===== src/hw/ssw_pkg.sv =====
// Constants, register map and pin carrier for the serial shift wire mode control.
// Assumes a 32-bit Avalon-MM bus with byte addresses; each register is one word.
package ssw_pkg;
    // Register byte offsets
    localparam logic [3:0] ADDR_STATUS = 4'h0;
    localparam logic [3:0] ADDR_CTRL = 4'h4;
    localparam logic [3:0] ADDR_DATA = 4'h8;
    localparam logic [3:0] ADDR_PINS = 4'hC;
    // Status fields
    localparam int ST_START = 7;
    localparam int ST_OVF = 6;
    localparam int ST_COLL = 4;
    localparam int CNT_W = 4;
    localparam logic [CNT_W-1:0] CNT_MAX = 4'hF;
    localparam logic [CNT_W-1:0] CNT_ONE = 4'h1;
    // Control fields
    localparam int CT_SIE = 7;
    localparam int CT_OIE = 6;
    localparam int CT_WM_HI = 5;
    localparam int CT_WM_LO = 4;
    localparam int CT_CS_HI = 3;
    localparam int CT_CS_LO = 2;
    localparam int CT_SHIFT = 1;
    localparam int CT_TOGGLE = 0;
    // Pin register fields
    localparam int PN_GIE = 7;
    localparam int PN_DIR_CLK = 5;
    localparam int PN_DIR_DAT = 4;
    localparam int PN_DIR_DO = 3;
    localparam int PN_PORT_CLK = 2;
    localparam int PN_PORT_DAT = 1;
    localparam int PN_PORT_DO = 0;
    // Reset values, clock source codes and wire modes
    localparam logic [7:0] RST_BYTE = 8'h00;
    localparam logic [1:0] CS_SOFT = 2'h0;
    localparam logic [1:0] CS_TIMER = 2'h1;
    typedef enum logic [1:0] {
        WM_OFF = 2'h0,
        WM_THREE = 2'h1,
        WM_TWO = 2'h2,
        WM_TWO_HOLD = 2'h3
    } ssw_wire_mode_t;
    typedef struct packed {
        logic drv;
        logic oe_n;
        logic pull_up;
    } ssw_pin_t;
endpackage


===== src/hw/ssw_ctrl.sv =====
// Wire mode control, transfer counter and pin drive of the serial shift interface.
// Assumes pin inputs are asynchronous to clk_sys and the timer match is a clk_sys pulse.
//
// Design decisions made here: register access over Avalon-MM and the placing of the registers.
`timescale 1ns/1ps
module ssw_ctrl (
    // Clock and reset
    input wire logic clk_sys,
    input wire logic rst_n,
    // Avalon-MM slave
    input wire logic [3:0] avs_address,
    input wire logic avs_read,
    input wire logic avs_write,
    input wire logic [31:0] avs_writedata,
    input wire logic [3:0] avs_byteenable,
    output logic [31:0] avs_readdata,
    output logic avs_waitrequest,
    // Timer compare match
    input wire logic timer_match,
    // Serial pins
    input wire logic serial_data_in_pin,
    input wire logic serial_clock_pin,
    output ssw_pkg::ssw_pin_t data_pin,
    output ssw_pkg::ssw_pin_t clock_pin,
    output ssw_pkg::ssw_pin_t data_out_pin,
    // Interrupt requests
    output logic start_irq,
    output logic overflow_irq
);
    import ssw_pkg::*;

    logic clk_s1, clk_s2, clk_s3;
    logic dat_s1, dat_s2, dat_s3;
    logic wait_reg;
    logic [31:0] rdata_reg;
    logic start_condition_flag, overflow_flag;
    logic [CNT_W-1:0] transfer_count;
    logic start_irq_enable, overflow_irq_enable;
    logic [1:0] wm_reg;
    logic [1:0] clock_source_select;
    logic clk_sel_reg;
    logic [7:0] shift_reg;
    logic [7:0] pins_reg;
    logic do_latch_reg;
    ssw_pin_t data_pin_reg, clock_pin_reg, do_pin_reg;
    logic start_irq_reg, ovf_irq_reg;

    // Bus decode
    wire acc_fire = (avs_read | avs_write) & ~wait_reg;
    wire wr_fire = avs_write & ~wait_reg & avs_byteenable[0];
    wire [7:0] wdat = avs_writedata[7:0];
    wire sel_stat = (avs_address == ADDR_STATUS);
    wire sel_ctrl = (avs_address == ADDR_CTRL);
    wire sel_data = (avs_address == ADDR_DATA);
    wire sel_pins = (avs_address == ADDR_PINS);
    wire stat_wr = wr_fire & sel_stat;
    wire ctrl_wr = wr_fire & sel_ctrl;
    wire data_wr = wr_fire & sel_data;
    wire pins_wr = wr_fire & sel_pins;
    wire shift_stb = ctrl_wr & wdat[CT_SHIFT];
    wire tog_stb = ctrl_wr & wdat[CT_TOGGLE];

    // Mode and pin fields
    ssw_wire_mode_t wmode;
    assign wmode = ssw_wire_mode_t'(wm_reg);
    wire two_wire = wm_reg[1];
    wire ext_src = clock_source_select[1];
    wire gie = pins_reg[PN_GIE];
    wire dir_clk = pins_reg[PN_DIR_CLK];
    wire dir_dat = pins_reg[PN_DIR_DAT];
    wire dir_do = pins_reg[PN_DIR_DO];
    wire port_clk = pins_reg[PN_PORT_CLK];
    wire port_dat = pins_reg[PN_PORT_DAT];
    wire port_do = pins_reg[PN_PORT_DO];

    // Edges on synchronised pins; inputs work in every mode
    wire ck_rise = clk_s2 & ~clk_s3;
    wire ck_fall = ~clk_s2 & clk_s3;
    wire ck_any = ck_rise | ck_fall;

    // Counter and shift clocks
    wire ext_tick = clk_sel_reg ? tog_stb : ck_any;
    wire cnt_tick = (clock_source_select == CS_SOFT) ? shift_stb :
        (clock_source_select == CS_TIMER) ? timer_match : ext_tick;
    wire ext_sh = clock_source_select[0] ? ck_fall : ck_rise;
    wire sh_tick = (clock_source_select == CS_SOFT) ? shift_stb :
        (clock_source_select == CS_TIMER) ? timer_match : ext_sh;
    wire cnt_wrap = cnt_tick & ~stat_wr & (transfer_count == CNT_MAX);
    wire [CNT_W-1:0] cnt_inc = transfer_count + CNT_ONE;
    wire [CNT_W-1:0] cnt_next = stat_wr ? wdat[CNT_W-1:0] :
        cnt_tick ? cnt_inc : transfer_count;
    wire [7:0] shift_next = data_wr ? wdat :
        sh_tick ? {shift_reg[6:0], dat_s2} : shift_reg;

    // Start detector: data falls while clock stays high in two-wire modes; other modes, with ext_src set and clk_sel_reg clear, start on any clock pin edge
    wire start_det = two_wire & clk_s2 & clk_s3 & ~dat_s2 & dat_s3;
    wire edge_start = ~two_wire & ext_src & ~clk_sel_reg & ck_any;
    wire start_set = start_det | edge_start;
    // Hardware start set wins over a coinciding software clear; any status write blocks the overflow set
    wire start_next = start_set |
        (start_condition_flag & ~(stat_wr & wdat[ST_START]));
    wire ovf_next = cnt_wrap |
        (overflow_flag & ~(stat_wr & wdat[ST_OVF]));
    wire collision = shift_reg[7] ^ dat_s2;

    // Clock hold and open-collector drive
    wire ovf_hold = (wmode == WM_TWO_HOLD) & overflow_flag;
    wire hold = two_wire & (start_condition_flag | ovf_hold);
    wire clk_low = dir_clk & (~port_clk | hold);
    wire dat_low = dir_dat & (~do_latch_reg | ~port_dat);
    // Latch opens on the half opposite the sampling edge
    wire latch_open = ~ext_src | (clk_s2 == clock_source_select[0]);

    ssw_pin_t clk_drv, dat_drv, do_drv;
    assign clk_drv = two_wire ? ssw_pin_t'{1'b0, ~clk_low, 1'b0} :
        ssw_pin_t'{port_clk, ~dir_clk, ~dir_clk & port_clk};
    assign dat_drv = two_wire ? ssw_pin_t'{1'b0, ~dat_low, 1'b0} :
        ssw_pin_t'{port_dat, ~dir_dat, ~dir_dat & port_dat};
    wire do_val = (wmode == WM_THREE) ? do_latch_reg : port_do;
    assign do_drv = ssw_pin_t'{do_val, ~dir_do, ~dir_do & port_do};

    // Read mux
    wire [7:0] stat_rd = {start_condition_flag, overflow_flag, 1'b0,
        collision, transfer_count};
    wire [7:0] ctrl_rd = {start_irq_enable, overflow_irq_enable, wm_reg,
        clock_source_select, 2'h0};
    wire [7:0] rd_byte = sel_stat ? stat_rd : sel_ctrl ? ctrl_rd :
        sel_data ? shift_reg : sel_pins ? pins_reg : RST_BYTE;

    // Two-flop synchronisers; third stage only for edge detect
    always_ff @(posedge clk_sys or negedge rst_n) begin
        if (!rst_n) begin
            // Idle lines sit high; resetting low would fake an edge after reset
            {clk_s1, clk_s2, clk_s3} <= 3'h7;
            {dat_s1, dat_s2, dat_s3} <= 3'h7;
        end else begin
            {clk_s1, clk_s2, clk_s3} <= {serial_clock_pin, clk_s1, clk_s2};
            {dat_s1, dat_s2, dat_s3} <= {serial_data_in_pin, dat_s1, dat_s2};
        end
    end

    // One wait state; the access acts where waitrequest is low
    always_ff @(posedge clk_sys or negedge rst_n) begin
        if (!rst_n) begin
            wait_reg <= 1'b1;
            rdata_reg <= 32'h0;
        end else begin
            wait_reg <= ~((avs_read | avs_write) & wait_reg);
            rdata_reg <= {24'h0, rd_byte};
        end
    end

    always_ff @(posedge clk_sys or negedge rst_n) begin
        if (!rst_n) begin
            start_condition_flag <= 1'b0;
            overflow_flag <= 1'b0;
            transfer_count <= '0;
            shift_reg <= RST_BYTE;
            do_latch_reg <= 1'b0;
        end else begin
            start_condition_flag <= start_next;
            overflow_flag <= ovf_next;
            transfer_count <= cnt_next;
            shift_reg <= shift_next;
            do_latch_reg <= latch_open ? shift_reg[7] : do_latch_reg;
        end
    end

    always_ff @(posedge clk_sys or negedge rst_n) begin
        if (!rst_n) begin
            {start_irq_enable, overflow_irq_enable} <= 2'h0;
            wm_reg <= WM_OFF;
            clock_source_select <= CS_SOFT;
            clk_sel_reg <= 1'b0;
        end else if (ctrl_wr) begin
            {start_irq_enable, overflow_irq_enable} <= wdat[CT_SIE:CT_OIE];
            wm_reg <= wdat[CT_WM_HI:CT_WM_LO];
            clock_source_select <= wdat[CT_CS_HI:CT_CS_LO];
            clk_sel_reg <= wdat[CT_SHIFT];
        end
    end

    // Toggle strobe flips the clock port bit; a direct write wins
    always_ff @(posedge clk_sys or negedge rst_n) begin
        if (!rst_n) begin
            pins_reg <= RST_BYTE;
        end else if (pins_wr) begin
            pins_reg <= wdat;
        end else if (tog_stb) begin
            pins_reg[PN_PORT_CLK] <= ~port_clk;
        end
    end

    always_ff @(posedge clk_sys or negedge rst_n) begin
        if (!rst_n) begin
            data_pin_reg <= '{1'b0, 1'b1, 1'b0};
            clock_pin_reg <= '{1'b0, 1'b1, 1'b0};
            do_pin_reg <= '{1'b0, 1'b1, 1'b0};
            start_irq_reg <= 1'b0;
            ovf_irq_reg <= 1'b0;
        end else begin
            data_pin_reg <= dat_drv;
            clock_pin_reg <= clk_drv;
            do_pin_reg <= do_drv;
            start_irq_reg <= start_condition_flag & start_irq_enable & gie;
            ovf_irq_reg <= overflow_flag & overflow_irq_enable & gie;
        end
    end

    assign avs_readdata = rdata_reg;
    assign avs_waitrequest = wait_reg;
    assign data_pin = data_pin_reg;
    assign clock_pin = clock_pin_reg;
    assign data_out_pin = do_pin_reg;
    assign start_irq = start_irq_reg;
    assign overflow_irq = ovf_irq_reg;
endmodule


===== config.mk =====
export PLATFORM = sky130hd
export DESIGN_NAME = ssw_ctrl
export DESIGN_NICKNAME = d
export VERILOG_FILES = /design/src/hw/ssw_pkg.sv /design/src/hw/ssw_ctrl.sv
export SDC_FILE = /design/constraint.sdc
export NUM_CORES = 1
export LEC_CHECK = 0
export ABC_AREA = 1
export CORE_MARGIN = 4
export CORE_UTILIZATION = 48
export DETAILED_ROUTE_END_ITERATION = 7
export DONT_BUFFER_PORTS = 1
export HOLD_SLACK_MARGIN = 0.15
export PLACE_DENSITY = 0.6
export SKIP_LAST_GASP = 1
export SYNTH_ARGS = -nofsm -noshare
export SYNTH_HDL_FRONTEND = slang
export SYNTH_SLANG_ARGS = --single-unit

===== constraint.sdc =====
create_clock -name clk_sys -period 1.8 [get_ports clk_sys]
set_input_delay 0.18 -clock clk_sys [delete_from_list [all_inputs] [get_ports clk_sys]]
set_output_delay 0.18 -clock clk_sys [all_outputs]
set_load 0.02 [all_outputs]

-- Word level (Yosys, flattened, before mapping)
Index checks and enable logic that the tools add are counted.
- flip-flop bits (word level): 56
- output and inout bits: 44
- word-level logic and storage cells: 128
- $add $sub $neg: 1
- equal/unequal tests: 8
- mux-type cells: 19
- bitwise gates (word level): 64
- reduce and logical (&&, ||, !) cells: 5
- operators by type and width (operator ; count):
    $mux 8 ; 6
    $and 1x1->1 ; 35
    $not 1->1 ; 19
    $eq 4x4->1 const B ; 3
    $mux 1 ; 9
    $or 1x1->1 ; 9
    $mux 4 ; 2
    $mux 3 ; 2
    $reduce_bool 2->1 ; 3
    $add 4x1->4 const B ; 1
    $eq 2x1->1 const B ; 2
    $eq 4x3->1 const B ; 1
    $logic_not 4->1 ; 1
    $eq 2x2->1 const B ; 1
    $logic_not 2->1 ; 1
    $eq 1x1->1 ; 1
    $xor 1x1->1 ; 1

-- Longest topological paths before layout
Gate-level depths: netlist (run 1).
- word-level depth: 11
- depth in mapped cells: 10

-- Least setup slack after synthesis (run 1)
Ideal clock, no wire load.
- path kind: reg2reg
- start point: reg clk_s2
- end point: reg shift_reg[6]
- library setup time: 0.118 ns
- data arrival time: 1.383 ns
- data required time: 1.682 ns
- setup slack: 0.299 ns
- stages on the path, launching flop included: 10
- path buffers: 1
- cell sequence: dfstp_2 inv_1 ha_1 nor2_1 o21ai_1 nor2_4 nand2_4 buf_12 nand2_1 o21ai_2
- longest elaborated chain between the ends: 6
- elaborated cells between the ends (all ways): 7
- those cells by class: 3 x mux; 3 x bitwise; 1 x reduce/logical
- ends and longest elaborated chain (item ; RTL line ; RTL):
    start: declaration ; ssw_ctrl.sv:32 ; logic clk_s1, clk_s2, clk_s3;
    start signal: assignment ; ssw_ctrl.sv:137 ; {clk_s1, clk_s2, clk_s3} <= {serial_clock_pin, clk_s1, clk_s2};
    $not 1->1 ; ssw_ctrl.sv:78 ; wire ck_fall = ~clk_s2 & clk_s3;
    $and 1x1->1 ; ssw_ctrl.sv:78 ;
    $mux 1 (*) ; ssw_ctrl.sv:85 ; wire ext_sh = clock_source_select[0] ? ck_fall : ck_rise;
    $mux 1 (*) ; ssw_ctrl.sv:87 ; (clock_source_select == CS_TIMER) ? timer_match : ext_sh;
    $mux 1 (*) ; ssw_ctrl.sv:86 ; wire sh_tick = (clock_source_select == CS_SOFT) ? shift_stb :
    $reduce_bool 2->1 (no line) (*) ; n/a ;
    end signal: assignment ; ssw_ctrl.sv:164 ; shift_reg <= shift_next;
    end: declaration ; ssw_ctrl.sv:42 ; logic [7:0] shift_reg;
Mark *: on every way between the ends. The rest lies on a longest branch, timed or not.
A chain may end at the register's enable or synchronous reset.

-- Worst setup path in the final report (run 1)
- start point: reg clk_s2
- end point: reg shift_reg[3]
The elaborated chain is that of the path after synthesis.

==> run_results.csv, run 1 <==
group,metric,value,unit
worst_hold_path,hp-class,"in -> reg",
pwr,p_total,3.419,mW
yosys,ys_seq_area_share,50.86,%
clock_tree,clock-sinks,56,
cells_and_area,regArea,0.001414,mm^2
placed_design,placed_area,0.002764,mm^2
global_route,grt_pass1_vias,1928,
die,ios,91,
critical_path,arrival,1.85,ns
yosys,avgSynthCellArea,9.267,um^2
clock_tree,cts_root_buffer,"clkbuf_8",
die,fp.dieW,84.11,um
pwr,switching_share,34.29,%
route,route.met2.wl,2820,um
global_route,globalRouteTotalUtil,17.64,%
sta,setup_viol,0,
sta,hold_slack,0.1605,ns
global_route,grt_pass1_wl,9763,um
cells_and_area,mostFrequentLayoutCells,"73 x nand2_1, 46 x dfrtp_1, 33 x inv_1",
sta,rsz0062_at_grt,"no",
sta,fmax,622.4,MHz
critical_path,required,2.05,ns
route,routed.top_layer,"met4",
clock_tree,clk_pin_slew,0.10,ns
route,via_per_inst,5.000,
die,die_y,84.11,um
global_route,overflow,0,
global_route,grt_antenna_before_repair,0,
cells_and_area,n_fill_cell,529,
yosys,synthFlopType,"dfrtp_1",
clock_tree,clock_latency,0.31,ns
clock_tree,htreeDepth,2,
yosys,synth-async-reset-ratio,100.0,%
critical_path,crit_end,"shift_reg[3]",
cells_and_area,multi_input_comb_area,0.001106,mm^2
placed_design,portBuffers,0,
die,std_cell_rows,27,
cells_and_area,drive_above_1_share,14.95,%
route,dr_total_vias,1965,
route,antenna_left,0,
die,die_area,0.007074,mm^2
die,core,0.005574,mm^2
global_route,grt_max_degree,57,
pwr,p_sw,1.172,mW
die,start_util,49.88,%
run_status,outcome,"complete, no violations",
yosys,synth_edf_count,0,
sta,fin_crit,1.607,ns
yosys,netlist_top_cells_area,"dfrtp_1 41%, nand2_1 9.9%, dfstp_2 9.5%",
critical_path,reg2reg_from,"clk_s2",
cells_and_area,syn2layout_area_growth,9.181,%
sta,final_hold_viol_count,0,
pwr,p_seq_share,52.4,%
critical_path,critical_path_class,"reg -> reg",
placed_design,gp_congestion,0.8243,
pwr,ir_worst_vdd,0.0004941,V
clock_tree,numCtsBuffers,5,
pwr,p_leak,1.444,nW
critical_path,r2r_slack,0.19,ns
route,wl_met1,2679,um
sta,setup_slack,0.1934,ns
yosys,syn-cell-area,0.002780,mm^2
clock_tree,cts_tree,"built",
route,wl_per_cell,15.13,um
sta,skew,0.007539,ns
yosys,synthDistinctLibCells,35,
route,met3RoutedLength,342,um
flow_run,max_cap_viol_count,0,
critical_path,end_kind,"flop",
cells_and_area,fin_nets,370,
yosys,yosysTopAreaCellShare,41.40,%
route,drc_errors,0,
critical_path,reg2reg_depth,8,
route,drt_iter0_drc,134,
cells_and_area,insertedDiodeCount,0,
pwr,power_frac_comb,23.3,%
yosys,yosysTopAreaCell,"dfrtp_1",
critical_path,worstSetupStartpointType,"flop",
clock_tree,clockBufferDepth,2,
critical_path,critPathMaxFanout,16,
sta,post-route-period-util,89.26,%
clock_tree,post_cts_buffers,0,
placed_design,dp_hpwl,4331,um
critical_path,crit_start,"clk_s2",
yosys,synth_cells,300,
yosys,yosysWarnings,0,
pwr,p_int,2.247,mW
route,wl,5946,um
worst_hold_path,hold_path_startpoint,"avs_address[2]",
sta,drv_slew,0,
sta,fin_setup_tns,0,ns
pwr,p_per_area,1126,mW/mm^2
placed_design,dp_slack,0.1665,ns
critical_path,rr_endpoint,"shift_reg[3]",
cells_and_area,final_area,0.003035,mm^2
route,drtPass1Iterations,4,
cells_and_area,final_common_cell,"nand2_1",
pwr,clkPwrFrac,24.3,%
yosys,yosys_register_bits,56,
-- cell families (layout without fill, tap and decap cells) --
kind of cell,Yosys count,after routing,share of synthesized area (%)
simple gates,118,118,21.65
buf+inv,63,61,12.56
compound gates,56,56,12.51
flops,56,56,50.85
fa+ha+maj,3,3,1.350
xor+xnor,3,3,0.9453
other cells,1,24,0.1349
-- synthesized netlist by cell type, types with 2 or more instances --
library cell  number
xnor2_1            2
o221ai_1           3
ha_1               3
dfrtp_1           46
dfstp_2           10
nor2_1            14
o21ai_2            8
buf_4             25
o2111ai_1          3
a31oi_1            2
o21ai_0           31
nor2_4             6
inv_1             33
inv_2              3
nand4_1            2
nor2_8             2
nand2_2            2
nand3_1           12
nor3_1             2
o21ai_1            2
a21oi_1            3
nand2_1           73
-- metal layers --
layer | track usage [%] | vias to the layer above
met5 | 0 | -
met4 | 6.579 | 0
met3 | 3.751 | 8
met2 | 27.55 | 57
met1 | 24.15 | 929
li1 | - | 971
-- timing repair --
action / in CTS / in global routing
gates resized for setup: 0 / 1
endpoints found under the hold margin: 88 / 0
hold buffers: 14 / 0
endpoints found under the setup margin: 0 / 4
-- critical path, cell delays in order (launching register included) --
cell	delay (ns)
dfstp_2	0.54
buf_4	0.12
ha_1	0.14
o21ai_0	0.07
o21ai_1	0.27
nor2_4	0.06
nand2_4	0.19
nand2_1	0.10
o21ai_2	0.06
-- worst min-delay path by stage --
| stage | slack, ns | endpoint | cells past startpoint |
|---|---|---|---|
| final | 0.16 | clk_sel_reg | 4 |
| after global routing | 0.16 | clk_sel_reg | 4 |
| after CTS | 0.15 | clk_sel_reg | 4 |
| after detailed placement | -0.11 | data_pin[0] | 0 |
| after global placement | -0.11 | data_pin[2] | 0 |
| after floorplan | -0.12 | avs_readdata[0] | 0 |
-- metrics by stage --
| stage | util (%) | instances |
|---|---|---|
| 5_1_grt | 54.46 | 393 |
| 4_1_cts | 54.41 | 393 |
| 6_report | 54.46 | 393 |
| 3_5_place_dp | 49.58 | 371 |
| 2_1_floorplan | - | 323 |
| 3_3_place_gp | 49.58 | 371 |
-- power groups by stage --
| stage | Sequential [mW] | Combinational (mW) | Clock (mW) |
|---|---|---|---|
| finish | 1.79 | 0.798 | 0.831 |
| global placement | 1.81 | 0.719 | 0 |
| detailed placement | 1.82 | 0.730 | 0 |
| global route | 1.83 | 0.918 | 0.909 |
| CTS | 1.79 | 0.803 | 0.850 |
| floorplan | 1.77 | 0.670 | 0 |
-- area by class of cell --
cell class,count,share of cell area [%]
Tap cell,72,2.968
Multi-Input combinational cell,204,36.44
Clock inverter,2,1.278
Inverter,37,4.658
Sequential cell,56,46.58
Timing Repair Buffer,16,5.688
Clock buffer,6,2.391
No activity file was read; power rests on OpenSTA's default activity.
==> run 2, diff against run 1 <==
--- a/config.mk
+++ b/config.mk
@@ -6,8 +6,8 @@
 export NUM_CORES = 1
 export LEC_CHECK = 0
 export ABC_AREA = 1
-export CORE_MARGIN = 4
 export CORE_UTILIZATION = 48
+export CTS_CLUSTER_SIZE = 12
 export DETAILED_ROUTE_END_ITERATION = 7
 export DONT_BUFFER_PORTS = 1
 export HOLD_SLACK_MARGIN = 0.15
==> run 2 against run 1 <==
Effect of this change:
- register-to-register slack about the same
- clock skew about the same
- final area decreased by 0.95%
- utilization decreased by 0.19 points
- clock power decreased by 20%
- first-iteration DRC count decreased by 28%
- combinational power increased by 0.8%
- sequential share of layout area increased by 0.45 points
- setup slack improved by 0.0012 ns
- sequential power about the same
==> run_results.csv, run 2 (same netlist as run 1, synthesis figures left out) <==
group,metric,value,unit
cells_and_area,insertedDiodeCount,0,
flow_run,max_cap_viol_count,0,
clock_tree,clock-sinks,56,
cells_and_area,final_area,0.003007,mm^2
die,std_cell_rows,27,
sta,fmax,622.9,MHz
die,ios,91,
cells_and_area,mostFrequentLayoutCells,"73 x nand2_1, 46 x dfrtp_1, 33 x inv_1",
worst_hold_path,hp-class,"in -> reg",
die,fp.dieW,78.11,um
global_route,grt_antenna_before_repair,0,
global_route,grt_max_degree,57,
critical_path,slowest_delay,0.58,ns
pwr,p_leak,1.426,nW
critical_path,cpMaxStageDelayCell,"dfstp_2",
placed_design,dp_slack,0.1070,ns
route,drtPass1Iterations,4,
placed_design,gp_congestion,0.8293,
die,die_area,0.006100,mm^2
pwr,p_seq_share,55.0,%
sta,post-route-period-util,89.19,%
pwr,ir_worst_vdd,0.0004597,V
placed_design,dp_hpwl,4178,um
critical_path,critPathMaxFanout,6,
pwr,p_sw,1.169,mW
die,die_y,78.11,um
cells_and_area,drive_above_1_share,14.69,%
critical_path,required,2.05,ns
critical_path,crit_top_cell,"nand2_1",
cells_and_area,n_fill_cell,517,
pwr,p_total,3.268,mW
sta,drv_slew,0,
clock_tree,cts_tree,"built",
critical_path,critical_path_class,"reg -> reg",
route,via_per_inst,5.023,
sta,final_hold_viol_count,0,
critical_path,worstSetupStartpointType,"flop",
placed_design,dp.cells,370,
cells_and_area,regArea,0.001414,mm^2
die,start_util,50.18,%
pwr,clkPwrFrac,20.4,%
clock_tree,clock_latency,0.30,ns
critical_path,path_cells,"inv_1 -> ha_1 -> nor2_1 -> nand2_1 -> nand2_1 -> inv_1 -> nand2_1 -> nor2_4 -> nand3_1 -> nand2_1",
clock_tree,cts_root_buffer,"clkbuf_8",
global_route,grt_pass1_vias,1909,
die,core,0.005540,mm^2
sta,hold_slack,0.1671,ns
placed_design,portBuffers,0,
global_route,overflow,0,
pwr,p_int,2.099,mW
sta,setup_viol,0,
critical_path,end_kind,"flop",
clock_tree,numCtsBuffers,5,
placed_design,placed_area,0.002756,mm^2
clock_tree,htreeDepth,2,
sta,fin_crit,1.605,ns
cells_and_area,final_common_cell,"nand2_1",
pwr,p_per_area,1087,mW/mm^2
global_route,grt_pass1_wl,9763,um
route,drc_errors,0,
sta,rsz0062_at_grt,"no",
critical_path,arrival,1.85,ns
cells_and_area,syn2layout_area_growth,8.146,%
route,wl_per_cell,14.72,um
sta,fin_setup_tns,0,ns
clock_tree,post_cts_buffers,0,
pwr,switching_share,35.78,%
route,drt_iter0_drc,96,
cells_and_area,multi_input_comb_area,0.001111,mm^2
route,dr_total_vias,1969,
cells_and_area,fin_cells,392,
sta,setup_slack,0.1946,ns
sta,skew,0.007540,ns
cells_and_area,final_util,54.27,%
run_status,outcome,"complete, no violations",
pwr,power_frac_comb,24.6,%
route,antenna_left,0,
route,wl,5772,um
global_route,globalRouteTotalUtil,21.07,%
clock_tree,clockBufferDepth,2,
cells_and_area,fin_nets,369,
clock_tree,clk_pin_slew,0.09,ns
-- run 2: cell count changes in the layout (fill, tap and decap cells not counted) --
cell,change
buf_4,-1
nor2_4,+1
clkinv_2,+1
clkinvlp_4,+1
inv_6,-1
bufinv_16,-1
nor2_2,-1
-- run 2: area by class of cell --
| cell class | count | share of cell area, % |
|---|---|---|
| Tap cell | 72 | 2.996 |
| Multi-Input combinational cell | 204 | 36.95 |
| Sequential cell | 56 | 47.02 |
| Inverter | 37 | 4.702 |
| Timing Repair Buffer | 15 | 5.493 |
| Clock buffer | 6 | 2.414 |
| Clock inverter | 2 | 0.4161 |
-- run 2: routing by layer --
layer | part of all wire [%] | track usage, % | vias to the layer above | routed length, um
li1 | - | - | 964 | -
met1 | 45 | 28.30 | 937 | 2619
met2 | 48 | 34.47 | 61 | 2783
met3 | 5.0 | 4.535 | 7 | 290
met4 | 1.4 | 5.556 | 0 | 78
met5 | 0 | 0 | - | 0
-- run 2: what timing repair did --
| action | in CTS | in global routing |
|---|---|---|
| setup endpoints to repair | 0 | 4 |
| gates resized for setup | 0 | 2 |
| hold buffers | 14 | 0 |
| endpoints found under the hold margin | 88 | 0 |
-- run 2: path summary, 6_finish.rpt --
path	slack, ns	cells after the start	start	to
worst min register to register	0.36	0	dat_s1	dat_s2
worst max register to register	0.19	10	clk_s2	transfer_count[0]
max in group asynchronous	1.11	2	rst_n	dat_s2
min in group asynchronous	0.40	2	rst_n	avs_readdata[6]
worst min-delay path	0.17	4	avs_address[2]	clk_sel_reg
worst max-delay path	0.19	10	clk_s2	transfer_count[0]
-- run 2: worst max-delay path: cells and delay by family, from the launching register on --
family | cells | cell delay (ns)
and+or+nand+nor | 7 | 0.56
adders and majority gates | 1 | 0.27
buffers and inverters | 2 | 0.15
DFF | 1 | 0.58
-- run 2: power groups by stage --
stage          registers (mW)  logic [mW]  clock network, mW
6_report                 1.80       0.804              0.667
5_1_grt                  1.83       0.932              0.739
4_1_cts                  1.80       0.804              0.690
3_5_place_dp             1.82       0.739                  0
3_3_place_gp             1.81       0.721                  0
2_1_floorplan            1.77       0.670                  0
==> run 3, diff against run 2 <==
--- a/config.mk
+++ b/config.mk
@@ -6,12 +6,12 @@
 export NUM_CORES = 1
 export LEC_CHECK = 0
 export ABC_AREA = 1
+export BUFFER_PORTS_ARGS = -buffer_cell sky130_fd_sc_hd__clkbuf_2
 export CORE_UTILIZATION = 48
 export CTS_CLUSTER_SIZE = 12
 export DETAILED_ROUTE_END_ITERATION = 7
-export DONT_BUFFER_PORTS = 1
 export HOLD_SLACK_MARGIN = 0.15
-export PLACE_DENSITY = 0.6
+export PLACE_DENSITY = 0.73
 export SKIP_LAST_GASP = 1
 export SYNTH_ARGS = -nofsm -noshare
 export SYNTH_HDL_FRONTEND = slang
==> run 3 against run 2 <==
Effect of this change:
- non-clock buffer count increased by 34
- die area stayed put
- total power rose by 3.5%
- clock power is 9.6% higher
- utilization increased by 2.7 points
- clock skew down 0.0025 ns
- combinational power is 17% higher
- wire length is 2.2% lower
- sequential power shrank 5%
- critical path type unchanged
==> run_results.csv, run 3 (same netlist as run 1, synthesis figures left out) <==
group,metric,value,unit
global_route,grt_antenna_before_repair,0,
placed_design,gp_congestion,0.8675,
critical_path,arrival,1.90,ns
placed_design,dp_hpwl,4162,um
route,drc_errors,0,
global_route,grt_pass1_vias,1999,
critical_path,end_kind,"flop",
sta,setup_slack,0.1593,ns
clock_tree,clock_latency,0.31,ns
critical_path,r2r_slack,0.16,ns
cells_and_area,drive_above_1_share,24.58,%
clock_tree,clockBufferDepth,2,
die,die_area,0.006100,mm^2
worst_hold_path,holdPathEnd,"pins_reg[2]",
cells_and_area,syn2layout_area_growth,13.50,%
die,ios,91,
pwr,p_total,3.383,mW
clock_tree,cts_root_buffer,"clkbuf_8",
sta,fin_crit,1.641,ns
route,via_per_inst,4.908,
clock_tree,cts_tree,"built",
critical_path,reg2reg_from,"clk_s2",
pwr,ir_worst_vdd,0.0004472,V
sta,final_hold_viol_count,0,
sta,drv_slew,0,
sta,post-route-period-util,91.15,%
critical_path,worstSetupStartpointType,"flop",
critical_path,cpMaxStageDelayCell,"dfstp_2",
critical_path,slowest_delay,0.59,ns
route,wl_per_cell,13.25,um
die,start_util,50.18,%
critical_path,reg2reg_depth,10,
pwr,p_per_area,1072,mW/mm^2
critical_path,critical_path_class,"reg -> reg",
global_route,grt_max_degree,57,
route,wl,5644,um
global_route,overflow,0,
route,dr_total_vias,2091,
sta,hold_slack,0.1683,ns
placed_design,dp_slack,0.09120,ns
critical_path,crit_start,"clk_s2",
pwr,p_leak,1.579,nW
critical_path,path_cells,"inv_1 -> ha_1 -> nor2_1 -> nand2_1 -> nand2_1 -> inv_1 -> nand2_1 -> nor2_4 -> nand3_1 -> nand2_1",
critical_path,required,2.06,ns
placed_design,portBuffers,39,
clock_tree,clk_pin_slew,0.10,ns
worst_hold_path,whs_path_depth,3,
clock_tree,numCtsBuffers,5,
die,core,0.005540,mm^2
global_route,globalRouteTotalUtil,20.49,%
die,fp.dieW,78.11,um
clock_tree,htreeDepth,2,
clock_tree,clock-sinks,56,
flow_run,max_cap_viol_count,0,
sta,rsz0062_at_grt,"no",
worst_hold_path,hp-class,"in -> reg",
cells_and_area,final_common_cell,"nand2_1",
placed_design,dp.cells,409,
route,antenna_left,0,
die,die_y,78.11,um
worst_hold_path,hold_path_startpoint,"avs_writedata[2]",
route,drt_iter0_drc,150,
cells_and_area,fin_cells,426,
critical_path,rr_endpoint,"transfer_count[0]",
sta,fmax,609.5,MHz
cells_and_area,insertedDiodeCount,0,
sta,setup_viol,0,
global_route,grt_pass1_wl,9597,um
run_status,outcome,"complete, no violations",
sta,skew,0.005068,ns
cells_and_area,fin_nets,403,
critical_path,crit_top_cell,"nand2_1",
cells_and_area,mostFrequentLayoutCells,"73 x nand2_1, 46 x dfrtp_1, 39 x clkbuf_2",
sta,fin_setup_tns,0,ns
die,std_cell_rows,27,
route,drtPass1Iterations,4,
critical_path,critPathMaxFanout,6,
run 3: cell types whose count changed in the layout (fill, tap and decap cells not counted):
cell and delta:
clkbuf_2 +39, dlygate4sd3_1 -5, buf_12 +1, buf_16 -1
clkbuf_1 -1, clkbuf_8 +1, clkinvlp_4 -1, inv_6 +1
run 3: critical path, delay by kind of cell (launching register included):
family | cells | cell delay, ns
buffers and inverters | 2 | 0.15
flip-flops | 1 | 0.59
adder cells (fa/ha/maj) | 1 | 0.27
AND/OR/NAND/NOR | 7 | 0.57
run 3: final cells by class:
type	count	area [um^2]
clock inverter	2	13.76
sequential	56	1414
tap	72	90.09
inverter	37	141.4
timing repair buffer	49	302.8
fill	503	2385
clock buffer	6	82.58
multi-input combinational	204	1111
run 3: routing by layer:
metal	global-route usage (%)	part of all wire (%)	up-vias
met3	4.419	4.6	8
li1	-	-	1029
met4	6.481	1.1	0
met5	0	0	-
met2	34.12	50	58
met1	26.60	44	996
run 3: power breakdown:
part / switching, mW / internal [mW]
Clock: 0.416 / 0.316
Combinational: 0.610 / 0.334
Sequential: 0.177 / 1.53
Total: 1.20 / 2.18
run 3: through the flow:
step	util [%]	area, um^2
global route	56.96	3156
finish	56.96	3156
CTS	56.68	3141
floorplan	-	2867
global placement	53.50	2964
detailed placement	53.50	2964
run 3: timing repair:
action | 4_1_cts | 5_1_grt
gates resized for setup | 0 | 2
endpoints found under the hold margin | 63 | 0
setup endpoints to repair | 0 | 4
buffers inserted | 0 | 1
hold buffers | 8 | 0
run 3: how the worst max path moves through the flow:
stage	cells after the start	endpoint
floorplan	9	shift_reg[6]
global placement	10	transfer_count[0]
detailed placement	10	transfer_count[0]
CTS	10	transfer_count[0]
global route	10	transfer_count[2]
finish	10	transfer_count[0]
